$ cat config.mk
export PLATFORM = sky130hd
export DESIGN_NAME = prescaled_timer
export DESIGN_NICKNAME = d
export VERILOG_FILES = /design/src/hw/timer_pkg.sv /design/src/hw/prescaled_timer.sv
export SDC_FILE = /design/constraint.sdc
export NUM_CORES = 1
export LEC_CHECK = 0
export BUFFER_PORTS_ARGS = -buffer_cell sky130_fd_sc_hd__buf_2
export CORE_ASPECT_RATIO = 1.1
export CORE_MARGIN = 5
export CORE_UTILIZATION = 50
export CTS_BUF_LIST = sky130_fd_sc_hd__clkbuf_4 sky130_fd_sc_hd__clkbuf_8 sky130_fd_sc_hd__clkbuf_16
export CTS_CLUSTER_DIAMETER = 50
export DETAILED_ROUTE_END_ITERATION = 8
export GPL_ROUTABILITY_DRIVEN = 0
export PLACE_DENSITY = 0.83
export SLEW_MARGIN = 5
export SYNTH_ARGS = -nofsm -noshare
export SYNTH_HDL_FRONTEND = slang
export SYNTH_SLANG_ARGS = --single-unit
$ cat constraint.sdc
create_clock -name pclk -period 3.8 [get_ports pclk]
set_input_delay 0.76 -clock pclk [delete_from_list [all_inputs] [get_ports pclk]]
set_output_delay 0.76 -clock pclk [all_outputs]
set_load 0.05 [all_outputs]
$ cat src/hw/timer_pkg.sv
// Constants for the prescaled sixteen-bit timer block
package timer_pkg;
  // -----------------------------------------------------------
  // Register indices and byte addresses
  // -----------------------------------------------------------
  localparam logic [7:0] CTRL_IDX  = 8'h05;
  localparam logic [7:0] CPU_IDX   = 8'h06;
  localparam logic [7:0] INT_IDX   = 8'h07;
  localparam logic [7:0] LO_IDX    = 8'h0B;
  localparam logic [7:0] HI_IDX    = 8'h0C;
  localparam logic [7:0] CTRL_ADDR = 8'(CTRL_IDX * 4);
  localparam logic [7:0] CPU_ADDR  = 8'(CPU_IDX * 4);
  localparam logic [7:0] INT_ADDR  = 8'(INT_IDX * 4);
  localparam logic [7:0] LO_ADDR   = 8'(LO_IDX * 4);
  localparam logic [7:0] HI_ADDR   = 8'(HI_IDX * 4);
  // -----------------------------------------------------------
  // Field positions
  // -----------------------------------------------------------
  localparam int EDGE_BIT  = 6;
  localparam int SRC_BIT   = 5;
  localparam int PS_MSB    = 4;
  localparam int PS_LSB    = 1;
  localparam int GID_BIT   = 4;
  localparam int PINF_BIT  = 6;
  localparam int OVFF_BIT  = 5;
  localparam int PINE_BIT  = 2;
  localparam int OVFE_BIT  = 1;
  // Writable bits of the control and cpu status words
  localparam logic [7:0] CTRL_WMASK = 8'hFE;
  localparam logic [7:0] CPU_WMASK  = 8'h10;
  // -----------------------------------------------------------
  // Reset values and timing
  // -----------------------------------------------------------
  localparam logic [7:0] CTRL_RST   = 8'h00;
  localparam logic [7:0] BYTE_RST   = 8'h00;
  localparam logic [7:0] BYTE_MAX   = 8'hFF;
  localparam logic [1:0] PHASE_LAST = 2'h3;
  localparam logic [3:0] PS_TOP     = 4'h8;
  // Bus answer states
  typedef enum logic [0:0] {
    ST_IDLE = 1'b0,
    ST_ACK  = 1'b1
  } bus_st_t;
endpackage : timer_pkg

$ cat src/hw/prescaled_timer.sv
// APB timer with selectable source, prescaler and overflow interrupt
//
// Decided for this implementation: register access over APB.
`timescale 1ns/1ps
module prescaled_timer #(
  parameter int PS_W = 9
) (
  // Clock and reset
  input  wire logic        pclk,
  input  wire logic        presetn,
  // APB slave
  input  wire logic        psel,
  input  wire logic        penable,
  input  wire logic        pwrite,
  input  wire logic [7:0]  paddr,
  input  wire logic [31:0] pwdata,
  output logic      [31:0] prdata,
  output logic             pready,
  output logic             pslverr,
  // Count pin and interrupt
  input  wire logic        external_count_pin,
  input  wire logic        ovf_vector_ack,
  output logic             irq
);
  // -----------------------------------------------------------
  // Declarations
  // -----------------------------------------------------------
  timer_pkg::bus_st_t st_r;
  logic [31:0]    prdata_r;
  logic           pslverr_r;
  logic           irq_r;
  logic [7:0]     ctrl_r;
  logic           gid_r;
  logic           ovf_flag_r;
  logic           pin_flag_r;
  logic           ovf_en_r;
  logic           pin_en_r;
  logic [7:0]     lo_r;
  logic [7:0]     hi_r;
  logic           inh_lo_r;
  logic           inh_hi_r;
  logic [1:0]     phase_r;
  logic           pin_s1_r;
  logic           pin_s2_r;
  logic           pin_s3_r;
  logic [PS_W-1:0] cnt_r;
  logic           ps_s1_r;
  logic           ps_s2_r;
  logic           ps_s3_r;
  logic           access;
  logic           wr;
  logic           wr_ctrl;
  logic           wr_cpu;
  logic           wr_int;
  logic           wr_lo;
  logic           wr_hi;
  logic           instr_tick;
  logic           pin_edge;
  logic           src_evt;
  logic [3:0]     ps_idx;
  logic           prescaler_output;
  logic           inc;
  logic           lo_go;
  logic           carry;
  logic           wrap;
  logic [7:0]     rd_byte;
  logic           mapped;

  // -----------------------------------------------------------
  // APB slave
  // -----------------------------------------------------------
  assign access  = psel & penable & (st_r == timer_pkg::ST_ACK);
  assign wr      = access & pwrite;
  assign wr_ctrl = wr & (paddr == timer_pkg::CTRL_ADDR);
  assign wr_cpu  = wr & (paddr == timer_pkg::CPU_ADDR);
  assign wr_int  = wr & (paddr == timer_pkg::INT_ADDR);
  assign wr_lo   = wr & (paddr == timer_pkg::LO_ADDR);
  assign wr_hi   = wr & (paddr == timer_pkg::HI_ADDR);
  assign pready  = (st_r == timer_pkg::ST_ACK);
  assign prdata  = prdata_r;
  assign pslverr = pslverr_r;
  assign irq     = irq_r;
  // Read mux, unmapped addresses flagged
  always_comb
  begin
    mapped  = 1'b1;
    rd_byte = timer_pkg::BYTE_RST;
    case (paddr)
      timer_pkg::CTRL_ADDR: rd_byte = ctrl_r;
      timer_pkg::CPU_ADDR:  rd_byte = 8'(gid_r) << timer_pkg::GID_BIT;
      timer_pkg::INT_ADDR:
      begin
        rd_byte[timer_pkg::PINF_BIT] = pin_flag_r;
        rd_byte[timer_pkg::OVFF_BIT] = ovf_flag_r;
        rd_byte[timer_pkg::PINE_BIT] = pin_en_r;
        rd_byte[timer_pkg::OVFE_BIT] = ovf_en_r;
      end
      timer_pkg::LO_ADDR:   rd_byte = lo_r;
      timer_pkg::HI_ADDR:   rd_byte = hi_r;
      default:              mapped  = 1'b0;
    endcase
  end
  // One wait state, then answer
  always_ff @(posedge pclk or negedge presetn)
  begin
    if (!presetn)
    begin
      st_r      <= timer_pkg::ST_IDLE;
      prdata_r  <= 32'h0000_0000;
      pslverr_r <= 1'b0;
    end
    else if (st_r == timer_pkg::ST_ACK)
    begin
      st_r      <= timer_pkg::ST_IDLE;
      pslverr_r <= 1'b0;
    end
    else if (psel & penable)
    begin
      st_r      <= timer_pkg::ST_ACK;
      prdata_r  <= {24'h00_0000, rd_byte};
      pslverr_r <= ~mapped;
    end
  end

  // -----------------------------------------------------------
  // Control registers
  // -----------------------------------------------------------
  // Bit zero never written
  always_ff @(posedge pclk or negedge presetn)
  begin
    if (!presetn)
      ctrl_r <= timer_pkg::CTRL_RST;
    else if (wr_ctrl)
      ctrl_r <= pwdata[7:0] & timer_pkg::CTRL_WMASK;
  end

  // Global disable and interrupt enables
  always_ff @(posedge pclk or negedge presetn)
  begin
    if (!presetn)
    begin
      gid_r    <= 1'b0;
      ovf_en_r <= 1'b0;
      pin_en_r <= 1'b0;
    end
    else
    begin
      if (wr_cpu)
        gid_r <= |(pwdata[7:0] & timer_pkg::CPU_WMASK);
      if (wr_int)
      begin
        ovf_en_r <= pwdata[timer_pkg::OVFE_BIT];
        pin_en_r <= pwdata[timer_pkg::PINE_BIT];
      end
    end
  end

  // -----------------------------------------------------------
  // Count sources
  // -----------------------------------------------------------
  // Instruction clock at pclk / 4
  always_ff @(posedge pclk or negedge presetn)
  begin
    if (!presetn)
      phase_r <= 2'h0;
    else
      phase_r <= phase_r + 2'h1;
  end
  assign instr_tick = (phase_r == timer_pkg::PHASE_LAST);
  // Pin synchroniser and edge history
  always_ff @(posedge pclk or negedge presetn)
  begin
    if (!presetn)
    begin
      pin_s1_r <= 1'b0;
      pin_s2_r <= 1'b0;
      pin_s3_r <= 1'b0;
    end
    else
    begin
      pin_s1_r <= external_count_pin;
      pin_s2_r <= pin_s1_r;
      pin_s3_r <= pin_s2_r;
    end
  end

  // Selected edge and source mux
  assign pin_edge = ctrl_r[timer_pkg::EDGE_BIT] ? (pin_s2_r & ~pin_s3_r)
                                                : (~pin_s2_r & pin_s3_r);
  assign src_evt  = ctrl_r[timer_pkg::SRC_BIT] ? instr_tick : pin_edge;

  // -----------------------------------------------------------
  // Prescaler
  // -----------------------------------------------------------
  // Cleared by any count byte write
  always_ff @(posedge pclk or negedge presetn)
  begin
    if (!presetn)
      cnt_r <= '0;
    else if (wr_lo | wr_hi)
      cnt_r <= '0;
    else if (src_evt)
      cnt_r <= cnt_r + PS_W'(1);
  end

  // Output bit toggles once per 2**code events, once per 256 events for codes 8 and up
  assign ps_idx = ctrl_r[timer_pkg::PS_MSB] ? timer_pkg::PS_TOP
                  : {1'b0, ctrl_r[timer_pkg::PS_MSB-1:timer_pkg::PS_LSB]};
  assign prescaler_output = cnt_r[ps_idx];

  // Output resynchronised, any change is one increment
  always_ff @(posedge pclk or negedge presetn)
  begin
    if (!presetn)
    begin
      ps_s1_r <= 1'b0;
      ps_s2_r <= 1'b0;
      ps_s3_r <= 1'b0;
    end
    else if (wr_lo | wr_hi)
    begin
      ps_s1_r <= 1'b0;
      ps_s2_r <= 1'b0;
      ps_s3_r <= 1'b0;
    end
    else
    begin
      ps_s1_r <= prescaler_output;
      ps_s2_r <= ps_s1_r;
      ps_s3_r <= ps_s2_r;
    end
  end
  assign inc = ps_s2_r ^ ps_s3_r;

  // -----------------------------------------------------------
  // Sixteen-bit count
  // -----------------------------------------------------------
  assign lo_go = inc & ~inh_lo_r & ~wr_lo;
  assign carry = lo_go & (lo_r == timer_pkg::BYTE_MAX);
  assign wrap  = carry & ~inh_hi_r & ~wr_hi & (hi_r == timer_pkg::BYTE_MAX);

  // Bytes with one-cycle write inhibit
  always_ff @(posedge pclk or negedge presetn)
  begin
    if (!presetn)
    begin
      lo_r     <= timer_pkg::BYTE_RST;
      hi_r     <= timer_pkg::BYTE_RST;
      inh_lo_r <= 1'b0;
      inh_hi_r <= 1'b0;
    end
    else
    begin
      inh_lo_r <= wr_lo;
      inh_hi_r <= wr_hi;
      if (wr_lo)
        lo_r <= pwdata[7:0];
      else if (lo_go)
        lo_r <= lo_r + 8'h01;
      if (wr_hi)
        hi_r <= pwdata[7:0];
      else if (carry & ~inh_hi_r)
        hi_r <= hi_r + 8'h01;
    end
  end

  // -----------------------------------------------------------
  // Interrupt flags
  // -----------------------------------------------------------
  // Sticky flags, set beats clear
  always_ff @(posedge pclk or negedge presetn)
  begin
    if (!presetn)
    begin
      ovf_flag_r <= 1'b0;
      pin_flag_r <= 1'b0;
    end
    else
    begin
      if (wrap)
        ovf_flag_r <= 1'b1;
      else if (ovf_vector_ack | (wr_int & pwdata[timer_pkg::OVFF_BIT]))
        ovf_flag_r <= 1'b0;
      if (pin_edge)
        pin_flag_r <= 1'b1;
      else if (wr_int & pwdata[timer_pkg::PINF_BIT])
        pin_flag_r <= 1'b0;
    end
  end

  // Masked interrupt level
  always_ff @(posedge pclk or negedge presetn)
  begin
    if (!presetn)
      irq_r <= 1'b0;
    else
      irq_r <= ~gid_r & ((ovf_flag_r & ovf_en_r) | (pin_flag_r & pin_en_r));
  end

  // -----------------------------------------------------------
  // Checks
  // -----------------------------------------------------------
  property p_int_src;
    @(posedge pclk) disable iff (!presetn)
    ctrl_r[timer_pkg::SRC_BIT] && instr_tick && !wr_lo && !wr_hi |=> cnt_r == $past(cnt_r) + PS_W'(1);
  endproperty
  a_int_src: assert property (p_int_src) else $error("internal tick not counted");
  property p_rise;
    @(posedge pclk) disable iff (!presetn)
    !ctrl_r[timer_pkg::SRC_BIT] && ctrl_r[timer_pkg::EDGE_BIT] && pin_s2_r && !pin_s3_r
      && !wr_lo && !wr_hi |=> cnt_r == $past(cnt_r) + PS_W'(1);
  endproperty
  a_rise: assert property (p_rise) else $error("rising pin edge not counted");
  property p_wrap;
    @(posedge pclk) disable iff (!presetn)
    wrap |=> lo_r == 8'h00 && hi_r == 8'h00 && ovf_flag_r;
  endproperty
  a_wrap: assert property (p_wrap) else $error("wrap did not zero count and flag");
  property p_mask;
    @(posedge pclk) disable iff (!presetn)
    !ovf_en_r && !pin_en_r |=> !irq_r;
  endproperty
  a_mask: assert property (p_mask) else $error("interrupt raised while masked");
  property p_vec;
    @(posedge pclk) disable iff (!presetn)
    ovf_vector_ack && !wrap |=> !ovf_flag_r;
  endproperty
  a_vec: assert property (p_vec) else $error("flag kept after vectoring");
  property p_pinflag;
    @(posedge pclk) disable iff (!presetn)
    pin_edge |=> pin_flag_r;
  endproperty
  a_pinflag: assert property (p_pinflag) else $error("pin edge flag not set");
  property p_inhibit;
    @(posedge pclk) disable iff (!presetn)
    wr_lo ##1 !wr_lo |=> lo_r == $past(lo_r);
  endproperty
  a_inhibit: assert property (p_inhibit) else $error("low byte moved after write");
  property p_psclr;
    @(posedge pclk) disable iff (!presetn)
    wr_lo || wr_hi |=> cnt_r == '0 ##1 !inc;
  endproperty
  a_psclr: assert property (p_psclr) else $error("prescaler not cleared");
  property p_bit0;
    @(posedge pclk) disable iff (!presetn)
    wr_ctrl |=> ctrl_r[0] == 1'b0;
  endproperty
  a_bit0: assert property (p_bit0) else $error("control bit zero written");
endmodule : prescaled_timer

==> results of run 1 <==
area by class of cell:
class | count | area (um^2) | share of cell area (%)
Sequential cell | 58 | 1451 | 42.06
Clock buffer | 13 | 172.7 | 5.004
Inverter | 5 | 18.77 | 0.5439
Multi-Input combinational cell | 236 | 1500 | 43.47
Clock inverter | 2 | 35.03 | 1.015
Timing Repair Buffer | 34 | 172.7 | 5.004
Tap cell | 80 | 100.1 | 2.901
layout by cell type (no fill, tap or decap), types with 4 or more instances in the layout:
master and instances:
clkbuf_8 12, nand2b_1 4, and3_1 5, xor2_1 12
inv_1 5, dfrtp_1 58, conb_1 24, mux2i_1 4
buf_2 33, nor3_1 7, mux2_2 14, xnor2_1 12
nand2_1 41, nor2b_1 4, o21ai_0 24, nor2_1 21
nand3_1 11, a22oi_1 4, a222oi_1 6, ha_1 4
nand4_1 6
synth_stat cells (2+ instances only):
cell / n
clkbuf_1: 6
nor2_1: 21
ha_1: 4
and4_1: 2
nand3_1: 11
nand4_1: 6
nand3b_1: 3
dfrtp_1: 58
mux2i_1: 4
nor2b_1: 4
and2_1: 2
buf_4: 24
a222oi_1: 6
nor4_1: 3
o21ai_0: 24
nand2_1: 41
xnor2_1: 12
and3_1: 5
nand4b_1: 2
buf_2: 4
xor2_1: 12
a22oi_1: 4
inv_1: 5
a21oi_1: 3
nand2b_1: 4
mux4_2: 2
nor3_1: 7
mux2_2: 14
per-layer routing:
layer	vias up	global-route usage, %	part of all wire (%)
li1	1111	-	-
met1	1131	20.68	39
met3	28	6.317	8.7
met4	0	8.971	3.3
met2	107	28.50	49
met5	-	0	0
power breakdown:
group          switching, mW  total (mW)  internal (mW)
Clock                  0.229       0.588          0.359
Combinational          0.243       0.414          0.171
Sequential             0.120       0.844          0.725
flip-flops by register name (all words and copies together), names as in the netlist, 2 cells and up:
name / count
cnt_r: 9
ctrl_r: 7
prdata: 8
phase_r: 2
hi_r: 8
lo_r: 8
critical path, delay by kind of cell:
family / cells / cell delay [ps]
buffers and inverters: 1 / 190
and+or+nand+nor: 3 / 1150
muxes: 1 / 390
cells by family (layout without fill, tap and decap cells):
logic type	Yosys count	count (layout)	synth area share, %
AOI/OAI and AO/OA	44	44	9.183
xor gates and xnor gates	24	24	6.766
adders and majority gates	4	4	1.611
buffers and inverters	39	54	7.773
DFF	58	58	46.72
muxes	20	20	7.813
other	1	24	0.1207
and+or+nand+nor	120	120	20.02
path summary, 6_finish.rpt:
| path | from | slack (ps) | end |
|---|---|---|---|
| min in group asynchronous | presetn | 500 | pslverr |
| max in group asynchronous | presetn | 2480 | cnt_r[6] |
| hold reg to reg | pin_s1_r | 350 | pin_s2_r |
| hold / removal | pin_s1_r | 350 | pin_s2_r |
| setup / recovery | paddr[3] | 1530 | hi_r[6] |
| setup reg to reg | lo_r[0] | 1730 | hi_r[6] |
per-stage QoR:
step	hold WS [ps]	setup slack (ps)	instance area (um^2)
finish	350.9	1533	3451
global route	355.3	1227	3451
CTS	351.2	1569	3451
detailed placement	337.2	1214	3243
global placement	336.3	1254	3243
floorplan	331.2	1463	3193
==> flow_summary.ini, run 1 <==
[power]
power.density_nw_per_um2 = 535.0
p_leak_nw = 1.595
vdd_ir_drop_max_uv = 240.8
finalPower_mw = 1.846

[grt]
grt_util_all_layers_pct = 17.69
grt_remaining_overflow = 0
grt_pass1_wl_um = 10810
antenna_found_initial = 0
grt_max_degree = 37
grt_pass1_vias = 2258

[sta]
fmax_ghz = 0.4410
hold_violations = 0
period_needed_ps = 2267
slew_headroom_pct = 47.31
tns_ps = 0
timing.final.max_slew_violations = 0
rsz0062_at_grt = false
finClkSkew_ps = 11.21
finalSetupViolations = 0
worstMarginPinSlew_ps = 790.3
min_period_over_period_pct = 59.67

[drt]
wl_um = 6691
viasPerCell = 5.554
drc_errors = 0
dr.pass1.iters = 6
detail-route-antenna-nets = 0
drt_iter0_drc = 193
post_drt_wl_per_cell_um = 15.63
vias = 2377

[worst_setup_path]
crit_path_max_incr_delay_ps = 570
r2r_cells = 6
crit_chain = buf_2 -> nor2_1 -> and3_1 -> and3_1 -> mux2_2
crit_arrival_ps = 2500
cp_max_fo = 17
start_kind = primary input
cp.required_ps = 4030
crit_slowest_cell = and3_1
crit_type = primary input to flop
cpMostUsedCell = and3_1
crit_path_end_kind = flop

[final_layout]
fin_cells = 428
nets = 395
final_util_pct = 56.40
fillers = 506
area_growth_pct = 11.08
diodes = 0
drive_above_1_share_pct = 20.40

[clock_network]
clkTransAtPathRegs_ps = 60
cts_root_buffer = clkbuf_8
clockBufferDepth = 2
h-tree-depth = 3
worstSkewPairLatency_ps = 340
clock-sinks = 58
cts_resized = 0
holdBufCountCts = 0
cts_setup_buffers = 0
cts-buffers-inserted = 9
cts_tree = built

[floorplan]
die_y_um = 92.68
pin_count = 82
row_count = 30
die_area_um2 = 7892
die_w_um = 85.16
initial_core_util_pct = 50.78
core-area_um2 = 6118

[run_status]
outcome = finished, final reports clean

[synthesis]
synthArstFlopShare_pct = 100.0
ys_ff_latch = 58
synth_top_cell_by_area = dfrtp_1
seq_area_frac_synth_pct = 46.72
synthesis.area_um2 = 3107
yosys_warnings = 0
syn_area_per_cell_um2 = 10.02
synth_area_leaders = dfrtp_1, buf_4, mux2_2
ys_types = 45
synth_cells = 310
synth_edf_count = 0
synth_top_cell_area_share_pct = 46.72
ys.flop_type = dfrtp_1

[placement]
place.port_buffers = 33
dpl.cell_count = 413
post-dp-hpwl_um = 4934

[run]
maxCapViolations = 0

[min_path]
whs_path_depth = 0
hold_class = flop to flop
Power figures use the tool's default switching activity.
==> run 2, diff against run 1 <==
CORE_UTILIZATION = 48   (was 50)
PLACE_DENSITY = 0.84   (was 0.83)
clock period = 2 ns   (was 3.8 ns; I/O delays follow)
==> run 2 against run 1 <==
Register-to-register slack lost 1500 ps. Clock skew shrank 5.7 ps. Worst setup slack worse by 1400 ps. Combinational power rose by 100%. Design area increased by 2.8%. Non-clock buffer count is 11 higher. Largest cell class unchanged. Die area rose by 3.7%.
==> flow_summary.ini, run 2 (same netlist as run 1, synthesis figures left out) <==
[run_status]
outcome = finished, final reports clean

[drt]
post_drt_wl_per_cell_um = 15.54
drt_iter0_drc = 233
viasPerCell = 5.501
wl_um = 6820
vias = 2415
drc_errors = 0
detail-route-antenna-nets = 0
dr.pass1.iters = 5

[grt]
use_met2_pct = 30.48
grtUsageMet1_pct = 21.31
grt_util_all_layers_pct = 18.06
antenna_found_initial = 0
gr-usage-met3_pct = 3.141
grt_pass1_wl_um = 11400
grt.busiest_layer = met2
grt_max_degree = 59
grt_pass1_vias = 2413
grt_remaining_overflow = 0

[worst_setup_path]
crit_path_end_kind = flop
r2r-end = hi_r[2]
startpoint = paddr[1]
rrSetupSlack_ps = 230
cp_max_fo = 4
crit_type = primary input to flop
start_kind = primary input
r2r_cells = 7
cp.required_ps = 2210
crit_arrival_ps = 2050
rr_startpoint = lo_r[0]

[clock_network]
clkTransAtPathRegs_ps = 60
h-tree-depth = 3
cts_root_buffer = clkbuf_8
cts-buffers-inserted = 9
cts_tree = built
clock-sinks = 58
clockBufferDepth = 2
worstSkewPairLatency_ps = 330

[final_layout]
final_cell_mix = dfrtp_1, nand2_1, buf_2
largest-register = cnt_r
final_cell_area_um2 = 3546
area_growth_pct = 14.14
largest_register_ffs = 9
nets = 406
fillers = 527
drive_above_1_share_pct = 23.40
fin_cells = 439
mostFrequentLayoutCell = dfrtp_1
diodes = 0

[sta]
rsz0062_at_grt = false
finalSetupViolations = 0
fmax_ghz = 0.5445
worstMarginPinSlew_ps = 706.4
finClkSkew_ps = 5.555
timing.final.max_slew_violations = 0
hold_violations = 0
period_needed_ps = 1837
min_period_over_period_pct = 91.83
slew_headroom_pct = 52.91

[power]
vdd_ir_drop_max_uv = 338.0
power.density_nw_per_um2 = 997.2
p_leak_nw = 1.651

[floorplan]
die_w_um = 86.71
die_y_um = 94.38
initial_core_util_pct = 49.86
row_count = 30
core-area_um2 = 6231
pin_count = 82
die_area_um2 = 8183

[placement]
place_area_um2 = 3326
post-dp-hpwl_um = 4993
dpl.cell_count = 424
place.port_buffers = 33

[min_path]
holdCritStartpoint = external_count_pin
whs_path_depth = 1
hold_class = primary input to flop
holdPathEnd = pin_s1_r

[run]
maxCapViolations = 0
-- run 2: cell types whose count changed in the layout (fill, tap and decap cells not counted), sizes merged --
cell / previous run / this run
buf: 34 / 45
-- run 2: layer usage --
metal | vias up | wire length, um
li1 | 1140 | -
met5 | - | 0
met4 | 0 | 236
met1 | 1130 | 2716
met3 | 29 | 496
met2 | 116 | 3370
-- run 2: worst max-delay path by stage --
stage            endpoint  slack (ps)  cells past startpoint
2_1_floorplan  pin_flag_r          20                      5
3_3_place_gp   pin_flag_r        -140                      6
3_5_place_dp   pin_flag_r        -150                      6
4_1_cts           hi_r[3]         150                      6
5_1_grt           hi_r[0]           6                      7
6_report       pin_flag_r         160                      6
-- run 2: cell type report --
type | instances | area, um^2 | area share (%)
Clock buffer | 13 | 172.7 | 4.869
Inverter | 5 | 18.77 | 0.5293
Timing Repair Buffer | 45 | 255.2 | 7.198
Multi-Input combinational cell | 236 | 1513 | 42.66
Tap cell | 80 | 100.1 | 2.823
Clock inverter | 2 | 35.03 | 0.9880
Sequential cell | 58 | 1451 | 40.93
-- run 2: report_power, final --
part | leakage [nW] | switching (mW) | internal [mW]
Sequential | 0.742 | 0.216 | 1.38
Combinational | 0.800 | 0.492 | 0.345
Clock | 0.109 | 0.423 | 0.682
-- run 2: critical path, stage by stage --
cell	delay, ps
buf_2	100
or4_4	550
nor4_4	400
and3_4	240
nand2_1	60
a211o_1	290
-- run 2: metrics by stage --
stage	setup TNS (ps)	util, %	setup slack [ps]	power [mW]	hold slack, ps
after floorplan	0	-	23.31	2.220	104.4
after global placement	-892.5	53.37	-136.3	2.377	336.5
after detailed placement	-826.4	53.37	-148.5	2.422	347.7
after CTS	0	56.71	153.9	3.551	156.9
after global routing	0	56.91	5.508	3.729	162.5
final	0	56.91	163.4	3.536	171.3
-- run 2: timing repair --
item                                   CTS  global route
resized for setup                        0             2
setup endpoints to repair                0             6
endpoints found under the hold margin    0             0
buffers inserted                         0             0
hold buffers                             0             0
